$ cat config.mk
export PLATFORM = sky130hd
export DESIGN_NAME = tcc_timer
export DESIGN_NICKNAME = d
export VERILOG_FILES = /design/src/hw/tcc_pkg.sv /design/src/hw/tcc_timer.sv /design/src/hw/tcc_edge_sync.sv
export SDC_FILE = /design/constraint.sdc
export NUM_CORES = 1
export LEC_CHECK = 0
export BUFFER_PORTS_ARGS = -buffer_cell sky130_fd_sc_hd__buf_2
export CORE_MARGIN = 2
export CORE_UTILIZATION = 50
export DETAILED_ROUTE_END_ITERATION = 6
export PLACE_DENSITY = 0.71
export SLEW_MARGIN = 5
export SYNTH_ARGS = -nofsm -noshare
export SYNTH_HDL_FRONTEND = slang
export SYNTH_SLANG_ARGS = --single-unit
$ cat constraint.sdc
create_clock -name core_clk -period 3.2 [get_ports core_clk]
set_input_delay 0 -clock core_clk [delete_from_list [all_inputs] [get_ports core_clk]]
set_output_delay 0 -clock core_clk [all_outputs]
set_load 0.02 [all_outputs]
$ cat src/hw/tcc_pkg.sv
// constants, types and helpers shared by the capture/compare timer
//
// Contract
// - a compare match on register a raises match_a and leaves the count, except in mode 11.
// - a compare match on register b raises match_b and leaves the count.
// - register a as capture latches the count on an edge of a or b.
// - while trigger b edges feed a capture, the timer output is not driven.
// - register b as capture latches the count on a trigger a edge.
// - mode 11 clears on a match with register a and drives a pulse train.
// - the pulse period is register a plus one count clocks.
// - the pulse is high for register b plus one count clocks per period.
// - reading the counter register returns the live count.
// - edge select 11 detects both rising and falling trigger edges.
`default_nettype none

package tcc_pkg;

  // ********************************************************
  // widths and register offsets
  // ********************************************************
  localparam int ADDR_W = 8;
  localparam int CNT_W = 16;
  localparam int PRESC_W = 3;
  localparam int IRQ_W = 4;
  localparam int CTRL_W = 7;
  localparam int EDGE_W = 6;
  localparam logic [ADDR_W-1:0] OFF_CTRL = 8'h00;
  localparam logic [ADDR_W-1:0] OFF_EDGE = 8'h04;
  localparam logic [ADDR_W-1:0] OFF_COUNT = 8'h08;
  localparam logic [ADDR_W-1:0] OFF_CCA = 8'h0c;
  localparam logic [ADDR_W-1:0] OFF_CCB = 8'h10;
  localparam logic [ADDR_W-1:0] OFF_STAT = 8'h14;
  localparam logic [ADDR_W-1:0] OFF_MASK = 8'h18;

  // status and mask bit positions
  localparam int IRQ_MATCH_A = 0;
  localparam int IRQ_MATCH_B = 1;
  localparam int IRQ_CAP_A = 2;
  localparam int IRQ_CAP_B = 3;

  localparam logic [1:0] RESP_OKAY = 2'h0;
  localparam logic [1:0] RESP_SLVERR = 2'h2;
  localparam logic [CNT_W-1:0] CNT_ZERO = 16'h0000;
  localparam logic [CNT_W-1:0] CNT_ONE = 16'h0001;
  localparam logic [PRESC_W-1:0] PRESC_ONE = 3'h1;

  // ********************************************************
  // modes and fields
  // ********************************************************
  typedef enum logic [1:0] {
    MODE_STOP = 2'b00,
    MODE_FREE = 2'b01,
    MODE_CLR_TRIG = 2'b10,
    MODE_CLR_MATCH = 2'b11
  } tcc_mode_e;

  typedef enum logic [1:0] {
    EDGE_FALL = 2'b00,
    EDGE_RISE = 2'b01,
    EDGE_NONE = 2'b10,
    EDGE_BOTH = 2'b11
  } tcc_edge_e;

  // timer_mode_ctrl: bits 3:2 op mode, 4 a capture, 5 a on trigger b,
  // 6 b capture; bits 1:0 read as zero
  typedef struct packed {
    logic b_capture;
    logic a_trig_sel;
    logic a_capture;
    tcc_mode_e mode;
    logic [1:0] rsvd;
  } tcc_ctrl_s;

  // edge_prescale_ctrl: bits 1:0 edge a, 3:2 edge b, 5:4 count clock
  typedef struct packed {
    logic [1:0] presc;
    tcc_edge_e edge_b;
    tcc_edge_e edge_a;
  } tcc_edgec_s;

  // ********************************************************
  // axi4-lite carriers
  // ********************************************************
  typedef struct packed {
    logic awvalid;
    logic [ADDR_W-1:0] awaddr;
    logic wvalid;
    logic [31:0] wdata;
    logic [3:0] wstrb;
    logic bready;
    logic arvalid;
    logic [ADDR_W-1:0] araddr;
    logic rready;
  } tcc_axi_req_s;

  typedef struct packed {
    logic awready;
    logic wready;
    logic bvalid;
    logic [1:0] bresp;
    logic arready;
    logic rvalid;
    logic [31:0] rdata;
    logic [1:0] rresp;
  } tcc_axi_rsp_s;

  // byte-lane merge of a write into an old register value
  function automatic logic [31:0] tcc_wmerge(input logic [31:0] old,
                                             input logic [31:0] data,
                                             input logic [3:0] strb);
    logic [31:0] r;
    r = old;
    for (int i = 0; i < 4; i++) begin
      if (strb[i]) begin
        r[i*8 +: 8] = data[i*8 +: 8];
      end
    end
    return r;
  endfunction

  // last prescaler count before a count clock: divide by 1, 2, 4 or 8
  function automatic logic [PRESC_W-1:0] tcc_presc_last(input logic [1:0] p);
    return PRESC_W'((PRESC_ONE << p) - PRESC_ONE);
  endfunction

endpackage

`default_nettype wire

$ cat src/hw/tcc_timer.sv
// 16-bit timer with two capture/compare registers and pulse output
`default_nettype none

module tcc_timer
  import tcc_pkg::*;
(
  input wire logic core_clk,
  input wire logic nrst,
  input wire tcc_axi_req_s axi_req,
  output tcc_axi_rsp_s axi_rsp,
  input wire logic trigger_input_a,
  input wire logic trigger_input_b,
  output logic timer_output_pin,
  output logic timer_output_en_n,
  output logic match_a_irq,
  output logic match_b_irq,
  output logic irq
);

  typedef struct packed {
    tcc_ctrl_s ctrl;
    tcc_edgec_s edgec;
    logic [CNT_W-1:0] cnt;
    logic [CNT_W-1:0] cca;
    logic [CNT_W-1:0] ccb;
    logic [IRQ_W-1:0] stat;
    logic [IRQ_W-1:0] mask;
    logic [PRESC_W-1:0] presc_cnt;
    logic upd;
    logic tout;
    logic match_a;
    logic match_b;
    logic aw_held;
    logic [ADDR_W-1:0] aw_addr;
    logic w_held;
    logic [31:0] w_data;
    logic [3:0] w_strb;
    logic bvalid;
    logic [1:0] bresp;
    logic rvalid;
    logic [31:0] rdata;
    logic [1:0] rresp;
  } tcc_state_s;

  tcc_state_s st_reg;
  tcc_state_s st_next;

  logic edge_a;
  logic edge_b;
  logic tick;
  logic trig_b_used;
  logic a_cap_ev;
  logic b_cap_ev;
  logic aw_go;
  logic w_go;
  logic ar_go;
  logic do_write;
  logic wr_ok;
  logic [31:0] wr_old;
  logic [31:0] wr_val;
  logic [31:0] rd_val;
  logic rd_ok;
  logic [IRQ_W-1:0] ev;
  logic [IRQ_W-1:0] clr;

  // ********************************************************
  // trigger inputs
  // ********************************************************
  tcc_edge_sync u_sync_a (
    .core_clk(core_clk),
    .nrst(nrst),
    .pin(trigger_input_a),
    .edge_sel(st_reg.edgec.edge_a),
    .edge_pulse(edge_a)
  );

  tcc_edge_sync u_sync_b (
    .core_clk(core_clk),
    .nrst(nrst),
    .pin(trigger_input_b),
    .edge_sel(st_reg.edgec.edge_b),
    .edge_pulse(edge_b)
  );

  // ********************************************************
  // count clock and capture events
  // ********************************************************
  // count clock is core_clk divided by the prescaler select
  assign tick = st_reg.ctrl.mode != MODE_STOP &&
                st_reg.presc_cnt == tcc_presc_last(st_reg.edgec.presc);
  // trigger b edges only matter when a captures from it
  assign trig_b_used = st_reg.ctrl.a_capture & st_reg.ctrl.a_trig_sel;
  assign a_cap_ev = st_reg.ctrl.a_capture &
                    (st_reg.ctrl.a_trig_sel ? edge_b : edge_a);
  assign b_cap_ev = st_reg.ctrl.b_capture & edge_a;

  // ********************************************************
  // register decode
  // ********************************************************
  // handshake readies stall while a response is still pending
  assign aw_go = axi_req.awvalid & ~st_reg.aw_held & ~st_reg.bvalid;
  assign w_go = axi_req.wvalid & ~st_reg.w_held & ~st_reg.bvalid;
  assign ar_go = axi_req.arvalid & ~st_reg.rvalid;
  assign do_write = st_reg.aw_held & st_reg.w_held;

  // old value and legality of the held write address
  always_comb begin
    wr_old = '0;
    wr_ok = 1'b1;
    case (st_reg.aw_addr)
      OFF_CTRL: wr_old = 32'(st_reg.ctrl);
      OFF_EDGE: wr_old = 32'(st_reg.edgec);
      OFF_COUNT: wr_old = 32'(st_reg.cnt);
      OFF_CCA: wr_old = 32'(st_reg.cca);
      OFF_CCB: wr_old = 32'(st_reg.ccb);
      OFF_STAT: wr_old = '0;
      OFF_MASK: wr_old = 32'(st_reg.mask);
      default: wr_ok = 1'b0;
    endcase
    wr_val = tcc_wmerge(wr_old, st_reg.w_data, st_reg.w_strb);
  end

  // read mux; the counter reads live, no latching step needed
  always_comb begin
    rd_val = '0;
    rd_ok = 1'b1;
    case (axi_req.araddr)
      OFF_CTRL: rd_val = 32'(st_reg.ctrl);
      OFF_EDGE: rd_val = 32'(st_reg.edgec);
      OFF_COUNT: rd_val = 32'(st_reg.cnt);
      OFF_CCA: rd_val = 32'(st_reg.cca);
      OFF_CCB: rd_val = 32'(st_reg.ccb);
      OFF_STAT: rd_val = 32'(st_reg.stat);
      OFF_MASK: rd_val = 32'(st_reg.mask);
      default: rd_ok = 1'b0;
    endcase
  end

  // ********************************************************
  // next state
  // ********************************************************
  always_comb begin
    st_next = st_reg;
    ev = '0;
    clr = '0;

    // bus write channels: address and data may come in either order
    if (aw_go) begin
      st_next.aw_held = 1'b1;
      st_next.aw_addr = axi_req.awaddr;
    end
    if (w_go) begin
      st_next.w_held = 1'b1;
      st_next.w_data = axi_req.wdata;
      st_next.w_strb = axi_req.wstrb;
    end
    if (do_write) begin
      st_next.aw_held = 1'b0;
      st_next.w_held = 1'b0;
      st_next.bvalid = 1'b1;
      st_next.bresp = wr_ok ? RESP_OKAY : RESP_SLVERR;
      unique case (st_reg.aw_addr)
        OFF_CTRL: begin
          st_next.ctrl = tcc_ctrl_s'(wr_val[CTRL_W-1:0]);
          st_next.ctrl.rsvd = '0;
        end
        OFF_EDGE: st_next.edgec = tcc_edgec_s'(wr_val[EDGE_W-1:0]);
        OFF_CCA: st_next.cca = wr_val[CNT_W-1:0];
        OFF_CCB: st_next.ccb = wr_val[CNT_W-1:0];
        OFF_STAT: clr = wr_val[IRQ_W-1:0];
        OFF_MASK: st_next.mask = wr_val[IRQ_W-1:0];
        default: ;
      endcase
    end else if (st_reg.bvalid && axi_req.bready) begin
      st_next.bvalid = 1'b0;
    end

    // bus read channel, data taken from the mux on the address handshake edge
    if (ar_go) begin
      st_next.rvalid = 1'b1;
      st_next.rdata = rd_val;
      st_next.rresp = rd_ok ? RESP_OKAY : RESP_SLVERR;
    end else if (st_reg.rvalid && axi_req.rready) begin
      st_next.rvalid = 1'b0;
    end

    // prescaler restarts whenever the timer is stopped
    if (st_reg.ctrl.mode == MODE_STOP || tick) begin
      st_next.presc_cnt = '0;
    end else begin
      st_next.presc_cnt = st_reg.presc_cnt + PRESC_ONE;
    end

    // up-counter; a trigger clear beats the count clock
    st_next.upd = tick;
    if (st_reg.ctrl.mode == MODE_CLR_TRIG && edge_a) begin
      st_next.cnt = CNT_ZERO;
    end else if (tick) begin
      if (st_reg.ctrl.mode == MODE_CLR_MATCH &&
          st_reg.cnt == st_reg.cca) begin
        st_next.cnt = CNT_ZERO;
      end else begin
        st_next.cnt = st_reg.cnt + CNT_ONE;
      end
    end

    // compare events fire once per new count value; no clear here
    st_next.match_a = st_reg.upd & ~st_reg.ctrl.a_capture &
                      (st_reg.cnt == st_reg.cca);
    st_next.match_b = st_reg.upd & ~st_reg.ctrl.b_capture &
                      (st_reg.cnt == st_reg.ccb);
    ev[IRQ_MATCH_A] = st_reg.match_a;
    ev[IRQ_MATCH_B] = st_reg.match_b;

    // captures overwrite a same-cycle software write
    if (a_cap_ev) begin
      st_next.cca = st_reg.cnt;
      ev[IRQ_CAP_A] = 1'b1;
    end
    if (b_cap_ev) begin
      st_next.ccb = st_reg.cnt;
      ev[IRQ_CAP_B] = 1'b1;
    end

    // sticky status: a new event wins over a write-one clear
    st_next.stat = (st_reg.stat & ~clr) | ev;

    // pulse high for counts 0..ccb of each 0..cca period
    st_next.tout = st_reg.ctrl.mode == MODE_CLR_MATCH && !trig_b_used &&
                   st_reg.cnt <= st_reg.ccb;
  end

  always_ff @(posedge core_clk or negedge nrst) begin
    if (!nrst) begin
      st_reg <= '0;
    end else begin
      st_reg <= st_next;
    end
  end

  // ********************************************************
  // outputs
  // ********************************************************
  assign axi_rsp.awready = ~st_reg.aw_held & ~st_reg.bvalid;
  assign axi_rsp.wready = ~st_reg.w_held & ~st_reg.bvalid;
  assign axi_rsp.bvalid = st_reg.bvalid;
  assign axi_rsp.bresp = st_reg.bresp;
  assign axi_rsp.arready = ~st_reg.rvalid;
  assign axi_rsp.rvalid = st_reg.rvalid;
  assign axi_rsp.rdata = st_reg.rdata;
  assign axi_rsp.rresp = st_reg.rresp;

  // pin released outside pulse mode and while trigger b is in use
  assign timer_output_pin = st_reg.tout;
  assign timer_output_en_n = st_reg.ctrl.mode != MODE_CLR_MATCH ||
                             trig_b_used;
  assign match_a_irq = st_reg.match_a;
  assign match_b_irq = st_reg.match_b;
  assign irq = |(st_reg.stat & st_reg.mask);
endmodule

`default_nettype wire

$ cat src/hw/tcc_edge_sync.sv
// trigger pin synchroniser and valid-edge detector
`default_nettype none

module tcc_edge_sync
  import tcc_pkg::*;
(
  input wire logic core_clk,
  input wire logic nrst,
  input wire logic pin,
  input wire tcc_edge_e edge_sel,
  output logic edge_pulse
);

  typedef struct packed {
    logic meta;
    logic sync;
    logic prev;
    logic pulse;
  } tcc_es_s;

  tcc_es_s st_reg;
  tcc_es_s st_next;

  // ********************************************************
  // sync chain and edge decode
  // ********************************************************
  // meta is read only by sync, so no decision sees a metastable level
  always_comb begin
    st_next = st_reg;
    st_next.meta = pin;
    st_next.sync = st_reg.meta;
    st_next.prev = st_reg.sync;
    unique case (edge_sel)
      EDGE_FALL: st_next.pulse = st_reg.prev & ~st_reg.sync;
      EDGE_RISE: st_next.pulse = ~st_reg.prev & st_reg.sync;
      EDGE_NONE: st_next.pulse = 1'b0;
      EDGE_BOTH: st_next.pulse = st_reg.prev ^ st_reg.sync;
    endcase
  end

  always_ff @(posedge core_clk or negedge nrst) begin
    if (!nrst) begin
      st_reg <= '0;
    end else begin
      st_reg <= st_next;
    end
  end

  assign edge_pulse = st_reg.pulse;
endmodule

`default_nettype wire

# After elaboration in Yosys (flattened, before gate mapping)
# Index checks and enable logic that the tools add are counted.
[totals] reg_bits=166 latchBits=0 ram_bits=0 romBits=0 input_bits=61 output_inout_bits=46 wordCells=164 memories=0
[classes] n_addsub=3 mul=0 n_div=0 magnitude_cmp=1 n_eq_ne=24 n_shift=1 n_mux=32 n_bitwise=35 n_reduce_logical=33
[op_table] operator="$mux W16" count=7
[op_table] operator="$pmux W16 S7" count=1
[op_table] operator="$pmux W16 S6" count=1
[op_table] operator="$eq A8 B5 Y1 const B" count=6
[op_table] operator="$mux W37" count=1
[op_table] operator="$eq A16 B16 Y1" count=2
[op_table] operator="$eq A8 B4 Y1 const B" count=4
[op_table] operator="$mux W32" count=1
[op_table] operator="$reduce_bool A2 Y1" count=10
[op_table] operator="$and A1 B1 Y1" count=19
[op_table] operator="$add A16 B1 Y16 const B" count=1
[op_table] operator="$eq A8 B3 Y1 const B" count=2
[op_table] operator="$le A16 B16 Y1" count=1
[op_table] operator="$logic_not A8 Y1" count=2
[op_table] operator="$mux W8" count=2
[op_table] operator="$reduce_or A7 Y1" count=2
[op_table] operator="$eq A2 B2 Y1 const B" count=6
[op_table] operator="$mux W1" count=11
[op_table] operator="$not A1 Y1" count=10
[op_table] operator="$reduce_and A2 Y1" count=5
[op_table] operator="$mux W9" count=1
[op_table] operator="$and A4 B4 Y4" count=2
[op_table] operator="$mux W4" count=2
[op_table] operator="$pmux W1 S4" count=2
[op_table] operator="16 further kinds" count=28

# Logic depth before layout (Yosys ltp)
[logic_depth] word_depth=8 depth_mapped=9 mapped_depth_nobuf=8

# Modules after synthesis
# Synthesis repeated with hierarchy kept, for this count alone.
[hier_totals] cells_unflattened=813 area_unflattened_um2=7677.4
[by_module_without_submodules] module="tcc_timer" n_inst=1 cells_per_inst=791 area_per_inst_um2=7372.1 seq_area_each_um2=3052.9
[by_module_without_submodules] module="tcc_edge_sync" n_inst=2 cells_per_inst=11 area_per_inst_um2=152.6 seq_area_each_um2=100.1

# Least setup slack after synthesis
# No wires, ideal clock.
[synth_path] path_kind="reg-to-reg" startpoint="register st_reg[76] (netlist name)" endpoint="register st_reg[112] (netlist name)" setup_ns=0.132 t_arrival_ns=1.978 t_required_ns=3.068 slack_ns=1.090 path_stages_with_launch=8 n_path_buf=2 synth_period_minus_slack_ns=2.110 cell_sequence="dfrtp_1 buf_2 or4_1 nor2_2 nand3_2 clkbuf_1 a211oi_1 o22ai_1"
[synth_between] elab_chain_cells=6 word_cells_on_any_way=13 cone_classes="eq/ne: 5; mux: 5; reduce/logical: 3"
[synth_lines] item="from (decl)" line_no="tcc_timer.sv:45" text="tcc_state_s st_reg;"
[synth_lines] item="from (signal assigned)" line_no="tcc_timer.sv:237" text="st_reg <= st_next;"
[synth_lines] item="$eq A8 B5 Y1 (tied with other cells)" line_no="tcc_timer.sv:110" text="case (st_reg.aw_addr)"
[synth_lines] item="$pmux W16 S6" line_no="tcc_timer.sv:110"
[synth_lines] item="$mux W8" line_no="tcc_pkg.sv:114" text="if (strb[i]) begin"
[synth_lines] item="$mux W16" line_no="tcc_timer.sv:162" text="unique case (st_reg.aw_addr)"
[synth_lines] item="$mux W32" line_no="tcc_timer.sv:157" text="if (do_write) begin"
[synth_lines] item="$mux W16" line_no="tcc_timer.sv:220" text="if (b_cap_ev) begin"
# Several ways; a longest one is shown, not always the timed one. The select of a mux whose other input is x is not followed.
# A chain may end at the register's enable or synchronous reset.

==> reports/qor.yml <==
status:
  status: "complete, no violations"
yosys:
  avgSynthCellArea_um2: 9.314
  synth_xor_area_share_pct: 3.301
  ys.flop_type: "dfrtp_1"
  yosysTopAreaCellShare_pct: 42.28
  async_reset_ff_share_pct: 100.0
  ys_ff_latch: 130
  synth_area_um2: 7694
  synth-simple-area-share_pct: 15.45
  synth_top_family_by_area: "compound AO/OA/AOI/OAI gates"
  syn_inst: 826
  synth_compound_area_share_pct: 17.92
  synth_area_leaders: "dfrtp_1 (42%), mux2_2 (5.4%), nand2_1 (4.0%)"
  muxShareOfSynthArea_pct: 9.205
  ys_seq_area_share_pct: 42.28
  synth_edf_count: 0
  synth_area_leader_cell: "dfrtp_1"
  synth_cell_types: 60
  synthAdderAreaFrac_pct: 3.578
  yosysWarnings: 0
global_route:
  overflow: 0
  track_usage_pct: 26.40
  grt_pass1_vias: 6088
  antenna_found_initial: 0
  grt_pass1_wl_mm: 33.25
  grt_max_degree: 96
power_and_ir_drop:
  peakVddDrop_uv: 595.6
  p_leak_nw: 4.043
  finalPower_mw: 6.320
  p_per_area_nw_per_um2: 712.4
worst_setup_path:
  cp_top_family: "compound AO/OA/AOI/OAI gates"
  path_class: "reg -> reg"
  reg2reg_from: "st_reg[80]$_DFFE_PN0P_"
  cpMaxStageDelayCell: "a2111oi_2"
  cp.arrival_ns: 3.02
  required_ns: 3.51
  cp_cell_sequence: "or3_1 -> a2111oi_2 -> nand2b_1 -> a32oi_1 -> nand2_1 -> a21o_1"
  worst_path_largest_cell_delay_ns: 0.63
  crit_path_max_fanout: 10
  start_kind: "flip-flop"
  reg2reg_slack_ns: 0.48
  crit_buf_inv: 0
  r2r_cells: 6
  endpoint_kind: "flip-flop"
  r2r-end: "st_reg[96]$_DFF_PN0_"
place:
  post-place-cells: 1023
  post_dp_cell_area_um2: 7973
  gp_congestion: 0.9037
  io_buffers: 70
  hpwl_mm: 13.98
floorplanning:
  dieArea_um2: 16400
  start_util_pct: 50.80
  num_rows: 45
  io_pins: 107
  fp.dieW_um: 128.0
  core_um2: 15150
  dieHeight_um: 128.0
clock_network:
  cts.clk_slew.worst_paths_ns: 0.06
  postCtsHoldBufs: 31
  post_cts_buffers: 0
  clockBufferDepth: 2
  clk_latency_ns: 0.42
  cts-resized-gates: 0
  clock_sink_count: 130
  cts_tree: "yes"
  cts-root-buf: "clkbuf_16"
  htree_num_levels: 4
  cts_buffers: 17
sta:
  post-route-period-util_pct: 84.89
  worst_pin_slew_ns: 0.9203
  relSlewSlack_pct: 38.65
  finalHoldViolCount: 0
  clock.fmax_ghz: 0.3681
  fin_setup_tns_ns: 0
  worst_clock_skew_ns: 0.01817
  final.min_clock_period_ns: 2.716
  maxSlewViolCount: 0
  rsz0062_at_grt: "no"
  setup_viol: 0
min_path:
  hold_depth: 4
  hold_path_end: "axi_rsp[34]$_DFFE_PN0P_"
  worstHoldStart: "axi_req[9]"
  hp-class: "in -> reg"
drt:
  ant_nets: 0
  drt_wl_total_mm: 20.72
  drc: 0
  routed_via_density: 5.995
  first_pass_iters: 5
  drt_iter0_markers: 903
  wl_per_cell_um: 19.08
  vias: 6511
layout:
  synthToLayoutAreaGrowth_pct: 15.30
  largest_reg_flops: 99
  fin_util_pct: 58.57
  diodes: 0
  stdcell_area_um2: 8871
  drive_gt1_share_pct: 18.71
  final_cells: 1086
  fillers: 1275
  nets: 968
job:
  cap_violations: 0
through the flow:
step / hold WS (ns) / setup WS (ns)
after floorplan: -0.2956 / 1.090
after global placement: 0.1082 / 0.6649
after detailed placement: 0.1093 / 0.6269
after CTS: 0.03711 / 0.5925
after global routing: 0.06057 / 0.3759
final: 0.04788 / 0.4836
cell families (layout without fill, tap and decap cells):
family / after synthesis / after routing
and+or+nand+nor: 239 / 239
AOI/OAI and AO/OA: 215 / 215
DFF: 130 / 130
buffers and inverters: 127 / 182
muxes: 63 / 63
xor gates and xnor gates: 29 / 29
adders and majority gates: 22 / 22
other: 1 / 18
area by class of cell:
cell class                      count  area, um^2  share of cell area [%]
Clock buffer                       20       456.7                   5.148
Clock inverter                     12       131.4                   1.481
Inverter                           30       112.6                   1.269
Multi-Input combinational cell    586        3872                   43.65
Sequential cell                   130        3253                   36.67
Tap cell                          188       235.2                   2.652
Timing Repair Buffer              120       809.5                   9.126
worst reg2reg max path: stages (launching register included):
cell and delay, ns:
dfrtp_1 0.41, or3_1 0.58, a2111oi_2 0.63, nand2b_1 0.19, a32oi_1 0.48, nand2_1 0.11
a21o_1 0.19
layout by cell type, fill, tap and decap left out, drive strengths merged, types with 10 or more instances in the layout:
| cell | instances |
|---|---|
| ha | 22 |
| a22o | 11 |
| inv | 32 |
| buf | 89 |
| a21oi | 53 |
| xor2 | 16 |
| nor3 | 19 |
| mux2i | 10 |
| and3 | 10 |
| a22oi | 14 |
| conb | 18 |
| xnor2 | 13 |
| dlygate4sd3 | 31 |
| clkbuf | 20 |
| a21o | 18 |
| a211oi | 20 |
| o21ai | 66 |
| nor2 | 45 |
| nor2b | 10 |
| nor4 | 10 |
| nand3 | 23 |
| nand2 | 81 |
| nand4 | 10 |
| mux2 | 52 |
| dfrtp | 130 |
worst max-delay path by stage:
stage / start / end / slack (ns) / depth (start not counted)
6_report: st_reg[80]$_DFFE_PN0P_ / st_reg[96]$_DFF_PN0_ / 0.48 / 6
5_1_grt: st_reg[80]$_DFFE_PN0P_ / st_reg[96]$_DFF_PN0_ / 0.38 / 6
4_1_cts: st_reg[80]$_DFFE_PN0P_ / st_reg[96]$_DFF_PN0_ / 0.59 / 6
3_5_place_dp: st_reg[80]$_DFFE_PN0P_ / st_reg[96]$_DFF_PN0_ / 0.63 / 6
3_3_place_gp: st_reg[80]$_DFFE_PN0P_ / st_reg[96]$_DFF_PN0_ / 0.66 / 6
2_1_floorplan: st_reg[76]$_DFFE_PN0P_ / st_reg[112]$_DFFE_PN0P_ / 1.09 / 7
layer usage:
| metal | share of wire [%] | global-route usage (%) | wire [um] |
|---|---|---|---|
| met2 | 45 | 40.04 | 9407 |
| met3 | 8.2 | 5.384 | 1698 |
| met4 | 1.6 | 8.468 | 336 |
| met5 | 0 | 0 | 0 |
| met1 | 45 | 38.08 | 9280 |
Yosys cell counts, types with 10 or more instances:
cell type  count
mux2i_1       10
o21ai_1       36
ha_1          22
xor2_1        16
a211oi_1      20
a21oi_1       52
nor2_1        44
nand3_1       22
nor2b_1       10
inv_1         30
nand4_1       10
nand2_1       81
o21ai_0       30
a22oi_1       14
buf_4         38
dfrtp_1      130
nor3_1        17
a21o_1        18
xnor2_1       13
clkbuf_1      47
buf_2         10
mux2_2        37
mux2_1        15
and3_1        10
a22o_1        11
where the power goes:
part / switching [mW] / leakage, nW / internal [mW] / total (mW)
registers: 0.527 / 1.72 / 2.02 / 2.55
clock network: 0.736 / 0.279 / 1.19 / 1.92
logic: 1.07 / 2.05 / 0.777 / 1.85
Note: power is estimated with default switching activity, not from simulation.
